===== config.mk =====
export PLATFORM = sky130hd
export DESIGN_NAME = vpr_unit
export DESIGN_NICKNAME = d
export VERILOG_FILES = /design/src/hw/vpr_pkg.sv /design/src/hw/vpr_check.sv /design/src/hw/vpr_unit.sv
export VERILOG_INCLUDE_DIRS = /design/src /design/src/hw
export SDC_FILE = /design/constraint.sdc
export NUM_CORES = 2
export LEC_CHECK = 0
export BUFFER_PORTS_ARGS = -buffer_cell sky130_fd_sc_hd__buf_2
export CAP_MARGIN = 25
export CORE_MARGIN = 5
export CORE_UTILIZATION = 50
export DETAILED_ROUTE_END_ITERATION = 7
export HOLD_SLACK_MARGIN = 0.06
export PLACE_DENSITY = 0.68
export SETUP_SLACK_MARGIN = 0.4
export SLEW_MARGIN = 5
export SYNTH_ARGS = -nofsm -noshare
export SYNTH_HDL_FRONTEND = slang
export SYNTH_HIERARCHICAL = 1
export SYNTH_SLANG_ARGS = --single-unit

===== constraint.sdc =====
create_clock -name sys_clk -period 6.8 [get_ports sys_clk]
set_input_delay 1.36 -clock sys_clk [delete_from_list [all_inputs] [get_ports sys_clk]]
set_output_delay 1.36 -clock sys_clk [all_outputs]
set_load 0.01 [all_outputs]

===== src/hw/vpr_regs.svh =====
// Register offsets, field positions, reset values and trap vector for relocation
`ifndef VPR_REGS_SVH
`define VPR_REGS_SVH
// Register selector encoding on the register port
`define VPR_SEL_BASE 2'h0
`define VPR_SEL_DESC 2'h1
`define VPR_SEL_MAIN 2'h2
`define VPR_SEL_DSPACE 2'h3
// Descriptor field positions
`define VPR_DESC_ACC_LO 0
`define VPR_DESC_DIR 3
`define VPR_DESC_WRIT 6
`define VPR_DESC_ACCD 7
`define VPR_DESC_LEN_LO 8
`define VPR_DESC_WMASK 16'h7_F0F
// Page base reserved bits mask; base writes and reads keep bits 15-12 unmasked
`define VPR_BASE_MASK 16'h0_FFF
// Main status fields
`define VPR_MAIN_EN 0
`define VPR_MAIN_TRAPEN 9
`define VPR_MAIN_WMASK 16'h0_301
`define VPR_MAIN_RST 16'h0_080
`define VPR_DSPACE_RST 3'h0
// Trap vector of the management unit in kernel space
`define VPR_TRAP_VEC 16'h0_0A8
`endif


===== src/hw/vpr_pkg.sv =====
// Types shared by the relocation unit
package vpr_pkg;
  typedef enum logic [1:0] {
    VPR_KERNEL = 2'h0,
    VPR_SUPER = 2'h1,
    VPR_BADMODE = 2'h2,
    VPR_USER = 2'h3
  } vpr_mode_t;
  typedef enum logic [2:0] {
    VPR_ST_IDLE = 3'h1,
    VPR_ST_INSTR = 3'h2,
    VPR_ST_VECTOR = 3'h4
  } vpr_state_t;
endpackage : vpr_pkg


===== src/hw/vpr_check.sv =====
// Combinational access and length checker for one page
`timescale 1ns/1ps
module vpr_check
  import vpr_pkg::*;
(
  // Page descriptor and reference
  input wire logic [15:0] desc,
  input wire logic [6:0] blockNum,
  input wire logic isWrite,
  // Verdict
  output logic abortAcc,
  output logic abortLen,
  output logic abortRo,
  output logic trapHit
);
  logic [2:0] acc;
  logic [6:0] len;
  always_comb
  begin
    acc = desc[2:0];
    len = desc[14:8];
    // Codes 000, 011, 111 abort every access
    abortAcc = (acc == 3'h0) || (acc == 3'h3) || (acc == 3'h7);
    // Read-only pages refuse writes
    abortRo = isWrite && (acc == 3'h1 || acc == 3'h2);
    // Trap on read for 001 and 100, on write for 100 and 101
    trapHit = (!isWrite && (acc == 3'h1 || acc == 3'h4)) ||
      (isWrite && (acc == 3'h4 || acc == 3'h5));
    // Direction picks which side of the length field is legal
    abortLen = desc[3] ? (blockNum < len) : (blockNum > len);
  end
endmodule : vpr_check


===== src/hw/vpr_unit.sv =====
// Virtual page relocation unit: 16-bit virtual to 18-bit physical
//Contract
// - With relocation on, vectors are kernel virtual addresses via kernel set.
// - Old PC/status pushed to stack of mode in new status bits 15,14.
// - New status mode bits select the register set afterwards; the unit selects by curMode, and the latched vecMode is never used.
// - Fetches, index, absolute, immediate use I space; others use D space.
// - D space disabled for a mode maps everything through I space.
// - Eight base and descriptor registers per space per mode.
// - Address splits into 3-bit page select, 13-bit displacement.
// - Displacement is 7-bit block number then 6-bit block offset.
// - Page base holds 12-bit physical block number in 32-word units.
// - Physical block = virtual block + base; append offset, 18 bits.
// - Page base bits 15-12 take no part in address formation.
// - Codes 000, 011, 111 abort every access.
// - Codes 001, 010 abort writes; 001 traps on reads.
// - 100 traps any access, 101 writes only, 110 free.
// - Aborts do not complete; traps taken after instruction ends.
// - Accessed flag bit 7 set when access meets trap condition.
// - Written flag bit 6 set when a word in the page is modified.
// - Writing base or descriptor clears both flags.
// - Descriptor bit 3 picks upward or downward growth.
// - Length field bits 14-8: length-1 upward, 128-length downward.
// - Length error aborts outside the length field bound.
// - Descriptor bits 15, 5, 4 always read zero.
// - Relocation and checks only while main status bit 0 set.
// - Data space enable per mode: bit0 user, bit1 super, bit2 kernel.
// - Abort flags 15-13 freeze recorded fault page information.
// - Traps taken only with bit 9 set; flags still logged.
`timescale 1ns/1ps
`include "vpr_regs.svh"
module vpr_unit
  import vpr_pkg::*;
(
  // Clock and reset
  input wire logic sys_clk,
  input wire logic rstn,
  // Core reference
  input wire logic refValid,
  input wire logic [15:0] virtAddr,
  input wire logic [1:0] curMode,
  input wire logic isInstr,
  input wire logic isWrite,
  // Instruction boundaries and vectored transfers
  input wire logic instrEnd,
  input wire logic vecStart,
  input wire logic [15:0] vecNewStatus,
  // Relocated answer
  output logic [17:0] physAddr,
  output logic refAbort,
  output logic trapPending,
  output logic [1:0] mapMode,
  output logic [1:0] stackMode,
  output logic takeTrap,
  // Register port
  input wire logic regWrite,
  input wire logic [1:0] regSel,
  input wire logic [1:0] regMode,
  input wire logic regDspace,
  input wire logic [2:0] regPage,
  input wire logic [15:0] regWdata,
  output logic [15:0] regRdata
);
  typedef struct packed {
    logic [47:0][15:0] base;
    logic [47:0][15:0] desc;
    logic [15:0] main;
    logic [2:0] dspace;
    logic trapReq;
    logic vecPhase;
    logic [1:0] vecMode;
    vpr_state_t state;
  } vpr_state_s_t;
  vpr_state_s_t s_q, s_d;

  // Flat register index: mode, space, page
  function automatic logic [5:0] regIdx(input logic [1:0] m,
                                        input logic d,
                                        input logic [2:0] p);
    logic [1:0] mm;
    mm = (m == 2'h3) ? 2'h2 : m;
    regIdx = {mm, d, p};
  endfunction : regIdx

  logic relocOn;
  logic [1:0] effMode;
  logic useD;
  logic [5:0] idx;
  logic [15:0] curDesc;
  logic [11:0] curBase;
  logic [11:0] physBlock;
  logic cAcc, cLen, cRo, cTrap, badMode, abortAny;

  // Vector fetches during a transfer use kernel mode
  always_comb
  begin
    relocOn = s_q.main[`VPR_MAIN_EN];
    effMode = vecStart || s_q.vecPhase ? 2'h0 : curMode;
    badMode = relocOn && (effMode == 2'h2);
    // D space only when this mode has it enabled
    case (effMode)
      2'h0: useD = !isInstr && s_q.dspace[2];
      2'h1: useD = !isInstr && s_q.dspace[1];
      default: useD = !isInstr && s_q.dspace[0];
    endcase
    idx = regIdx(effMode, useD, virtAddr[15:13]);
    curDesc = s_q.desc[idx];
    curBase = s_q.base[idx][11:0];
    physBlock = curBase + {5'h00, virtAddr[12:6]};
  end

  vpr_check uCheck (
    .desc(curDesc),
    .blockNum(virtAddr[12:6]),
    .isWrite(isWrite),
    .abortAcc(cAcc),
    .abortLen(cLen),
    .abortRo(cRo),
    .trapHit(cTrap)
  );

  // Answer in the same cycle as the reference
  always_comb
  begin
    abortAny = relocOn && refValid && (cAcc || cLen || cRo || badMode);
    physAddr = relocOn ? {physBlock, virtAddr[5:0]}
      : ((virtAddr[15:12] == 4'hF) ? {2'h3, virtAddr} : {2'h0, virtAddr});
    refAbort = abortAny;
    trapPending = s_q.trapReq;
    mapMode = s_q.vecPhase ? 2'h0 : curMode;
    stackMode = vecNewStatus[15:14];
    // Trap fires only at an instruction boundary
    takeTrap = instrEnd && s_q.trapReq;
    case (regSel)
      `VPR_SEL_BASE: regRdata = s_q.base[regIdx(regMode, regDspace, regPage)];
      `VPR_SEL_DESC: regRdata = s_q.desc[regIdx(regMode, regDspace, regPage)]
        & `VPR_DESC_WMASK | (s_q.desc[regIdx(regMode, regDspace, regPage)]
        & 16'h0_0C0);
      `VPR_SEL_MAIN: regRdata = s_q.main;
      default: regRdata = {13'h0000, s_q.dspace};
    endcase
  end

  // Next state: register writes, flag logging and trap scheduling
  always_comb
  begin
    logic [5:0] wi;
    logic frozen;
    wi = regIdx(regMode, regDspace, regPage);
    frozen = |s_q.main[15:13];
    s_d = s_q;
    // Clear first so that a trap raised in the same cycle is not lost
    if (takeTrap)
      s_d.trapReq = 1'b0;
    // Hardware logging of accessed and written flags
    if (relocOn && refValid && !abortAny)
    begin
      if (cTrap)
        s_d.desc[idx][`VPR_DESC_ACCD] = 1'b1;
      if (isWrite)
        s_d.desc[idx][`VPR_DESC_WRIT] = 1'b1;
      if (cTrap && s_q.main[`VPR_MAIN_TRAPEN])
        s_d.trapReq = 1'b1;
    end
    // Record fault status unless already frozen
    if (abortAny && !frozen)
    begin
      s_d.main[15] = cAcc || badMode;
      s_d.main[14] = cLen;
      s_d.main[13] = cRo;
      s_d.main[6:5] = effMode;
      s_d.main[4] = useD;
      s_d.main[3:1] = virtAddr[15:13];
    end
    if (relocOn && refValid && !abortAny && cTrap &&
        s_q.main[`VPR_MAIN_TRAPEN])
      s_d.main[12] = 1'b1;
    // Vectored transfer: kernel set until new status known
    s_d.state = s_q.state;
    case (s_q.state)
      VPR_ST_IDLE:
        if (vecStart)
        begin
          s_d.vecPhase = 1'b1;
          s_d.state = VPR_ST_VECTOR;
        end
      VPR_ST_VECTOR:
        if (instrEnd)
        begin
          s_d.vecPhase = 1'b0;
          s_d.vecMode = vecNewStatus[15:14];
          s_d.state = VPR_ST_IDLE;
        end
      default:
        s_d.state = VPR_ST_IDLE;
    endcase
    // Software writes; writing base or descriptor clears the flags
    if (regWrite)
    begin
      case (regSel)
        `VPR_SEL_BASE:
        begin
          s_d.base[wi] = regWdata;
          s_d.desc[wi][7:6] = 2'h0;
        end
        `VPR_SEL_DESC:
          s_d.desc[wi] = regWdata & `VPR_DESC_WMASK;
        `VPR_SEL_MAIN:
          s_d.main = (s_q.main & ~`VPR_MAIN_WMASK & 16'h0_0FE)
            | (regWdata & `VPR_MAIN_WMASK) | (regWdata & 16'hF_000);
        default:
          s_d.dspace = regWdata[2:0];
      endcase
    end
  end

  // State register
  always_ff @(posedge sys_clk or negedge rstn)
  begin
    if (!rstn)
    begin
      s_q <= '0;
      s_q.main <= `VPR_MAIN_RST;
      s_q.dspace <= `VPR_DSPACE_RST;
      s_q.state <= VPR_ST_IDLE;
    end
    else
      s_q <= s_d;
  end

  // Checks
  chk_ro_write_abort: assert property (@(posedge sys_clk) disable iff (!rstn)
    relocOn && refValid && isWrite && curDesc[2:1] == 2'h0 && curDesc[0]
    |-> refAbort) else $error("write to read-only page not aborted");
  chk_reloc_off_pass: assert property (@(posedge sys_clk) disable iff (!rstn)
    !relocOn && virtAddr[15:12] != 4'hF |-> physAddr == {2'h0, virtAddr}
    && !refAbort) else $error("unrelocated address changed");
  chk_phys_form: assert property (@(posedge sys_clk) disable iff (!rstn)
    relocOn |-> physAddr[5:0] == virtAddr[5:0] && physAddr[17:6] ==
    12'(curBase + virtAddr[12:6])) else $error("bad physical address");
  chk_desc_zero: assert property (@(posedge sys_clk) disable iff (!rstn)
    regSel == `VPR_SEL_DESC |-> regRdata[15] == 1'b0 && regRdata[5:4] == 2'h0)
    else $error("reserved descriptor bits set");
  chk_flag_clear: assert property (@(posedge sys_clk) disable iff (!rstn)
    regWrite && regSel == `VPR_SEL_BASE ##1 regSel == `VPR_SEL_DESC &&
    $stable(regPage) && $stable(regMode) && $stable(regDspace) && !refValid
    |-> regRdata[7:6] == 2'h0) else $error("flags not cleared");
  chk_trap_wait: assert property (@(posedge sys_clk) disable iff (!rstn)
    takeTrap |-> instrEnd && trapPending)
    else $error("trap taken mid instruction");
  chk_trap_gate: assert property (@(posedge sys_clk) disable iff (!rstn)
    !s_q.main[9] && !s_q.trapReq && !regWrite |=> !trapPending)
    else $error("trap queued while disabled");
  chk_noncode_abort: assert property (@(posedge sys_clk) disable iff (!rstn)
    relocOn && refValid && curDesc[1:0] == 2'h3 |-> refAbort)
    else $error("reserved code not aborted");
  chk_len_abort: assert property (@(posedge sys_clk) disable iff (!rstn)
    relocOn && refValid && !curDesc[3] && virtAddr[12:6] > curDesc[14:8]
    |-> refAbort) else $error("length error not aborted");
endmodule : vpr_unit


==> metrics.cfg <==
[floorplanning]
start_util_pct=50.3
dieWidth_um=387
coreArea_um2=141000
die_h_um=387
fp-row-count=138
ios=107
dieArea_um2=150000

[sta]
max_slew.worst_pin.slew_ns=1.26
slew_headroom_pct=15.6
maxSlewViolCount=0
setup-violations-final=1
rsz0062_at_grt=true
fin_skew_ns=0.0328
hold_violations=0
finalWorstSetupSlack_ns=-0.0143
min_period_ns=6.81
finalCritPeriodShare_pct=100
clock.fmax_ghz=0.147

[grt]
grt_use_total_pct=38.4
grt_start_max_net_pins=169
grt_pass1_wl_um=427000
antenna_found_initial=21
gr-total-overflow=0
grt_pass1_vias=60133

[synthesis]
synthesis.area_um2=71200
syn_avg_cell_area_um2=11.7
ys_warn_count=6
syn_inst=6085
synth_nets=6166

[drt]
dr_total_vias=61198
routed_via_density=7.43
wl_per_cell_um=36.2
dr.pass1.iters=7
drt-initial-drc-count=10367
wirelength_um=298000
ant_nets=0
post-route-drc-count=0

[job]
drv_cap=0

[clock_network]
clk_pin_slew_worst_paths_ns=0.06
cts_tree=done
cts_max_level=4
clockBufferDepth=3
clk_latency_ns=0.83
cts_sinks=1412
root_buffer=clkbuf_16
cts_made_buffers=151

[layout]
drive_above_1_share_pct=38.8
nets=6287
synthToLayoutAreaGrowth_pct=16.6
final_cells=8241
post-route-util_pct=58.7
fillCellCount=11344

[pwr]
powerDensity_nw_per_um2=258
p_leak_nw=37.9
max-vdd-ir-drop_mv=0.231

[placed_design]
dp_cells=7875
dp_hpwl_um=186000
gp_congestion=0.991
io_buffers=76

[worst_setup_path]
r2r_cells=26
critPathCaptureType=primary output
critPathKind=in2out
cp_max_fo=13
cp.required_ns=5.44
worstPathArrival_ns=5.45
cp-start-kind=primary input

[run_status]
violations=setup timing
status=finished, violations left

[worst_hold_path]
hp-class=reg2reg
worstHoldPathCells=1

-- where the power goes --
part / internal (mW) / total (mW) / leakage [nW] / switching (mW)
sequential: 8.93 / 9.36 / 19.3 / 0.435
combinational: 1.38 / 3.46 / 16.0 / 2.09
clock: 4.87 / 8.54 / 2.50 / 3.67
-- per-stage QoR --
step                setup TNS (ns)  area (µm²)  worst slack [ns]  power (mW)  hold slack (ns)
CTS                              0       82400             0.219        21.1            0.498
global route               -0.0384       82900           -0.0357        21.8            0.512
global placement             -1.01       76100            -0.243        12.4            0.475
floorplan                        0       71200             0.554        10.9            0.457
detailed placement           -1.35       76100            -0.290        12.4            0.483
finish                     -0.0143       83000           -0.0143        21.4            0.502
-- sequential cells by signal (all words and copies together) (netlist names) --
signal / flops
relocOn: 1
s_q: 1410
trapPending: 1
-- what timing repair did --
action	CTS	global route
setup endpoints to repair	10	14
pin swaps	64	37
gates cloned	3	2
resized for setup	143	64
setup buffers	45	16
hold buffers	0	0
-- worst max-delay path, stage by stage --
cell	delay [ns]
buf_6	0.10
buf_4	0.15
nor4b_4	0.43
nand2_2	0.14
buf_6	0.15
nand3_4	0.13
buf_12	0.18
bufbuf_16	0.37
nand4_1	0.23
nand3_2	0.20
a31oi_1	0.11
buf_4	0.20
ha_1	0.19
o21a_1	0.20
o221ai_2	0.19
mux2i_2	0.33
buf_4	0.18
nor3_2	0.04
nand3b_1	0.21
inv_2	0.21
buf_6	0.13
-- per-layer routing --
metal / track usage (%) / up-vias / share of wire [%]
met5: 1.59 / - / 0.12
met4: 25.3 / 12 / 8.1
met3: 17.3 / 1509 / 16
met2: 52.4 / 5415 / 40
met1: 49.0 / 30738 / 36
li1: - / 23524 / -
-- placed cells by master (no fill, tap or decap), drive strengths merged, types with 77 or more instances in the layout --
cell / n
nand4: 93
buf: 638
nor2: 170
dfrtp: 1411
a22o: 111
mux2i: 87
a221oi: 138
clkbuf: 223
a21oi: 326
nand3: 77
mux2: 1336
o22ai: 264
o21ai: 165
a22oi: 420
nand2: 246
-- cell type report --
cell class	count	area, µm²	area share [%]
antenna	23	57.6	0.0694
multi-input combinational	3974	33900	40.9
sequential	1412	35300	42.6
inverter	26	97.6	0.118
tap	1890	2360	2.85
clock buffer	222	4450	5.36
timing repair buffer	641	6090	7.35
clock inverter	53	633	0.763
-- final timing paths --
check	slack [ns]	to	startpoint
max	-0.01	refAbort	vecStart
min	0.50	s_q[966]$_DFFE_PN0P_	s_q[966]$_DFFE_PN0P_
max reg2reg	1.03	s_q[16]$_DFFE_PN0N_	s_q[5]$_DFFE_PN0P_
min reg2reg	0.50	s_q[966]$_DFFE_PN0P_	s_q[966]$_DFFE_PN0P_
max in group asynchronous	4.56	s_q[1509]$_DFFE_PN0P_	rstn
min in group asynchronous	0.61	s_q[641]$_DFF_PN0_	rstn
Power figures use the tool's default switching activity.
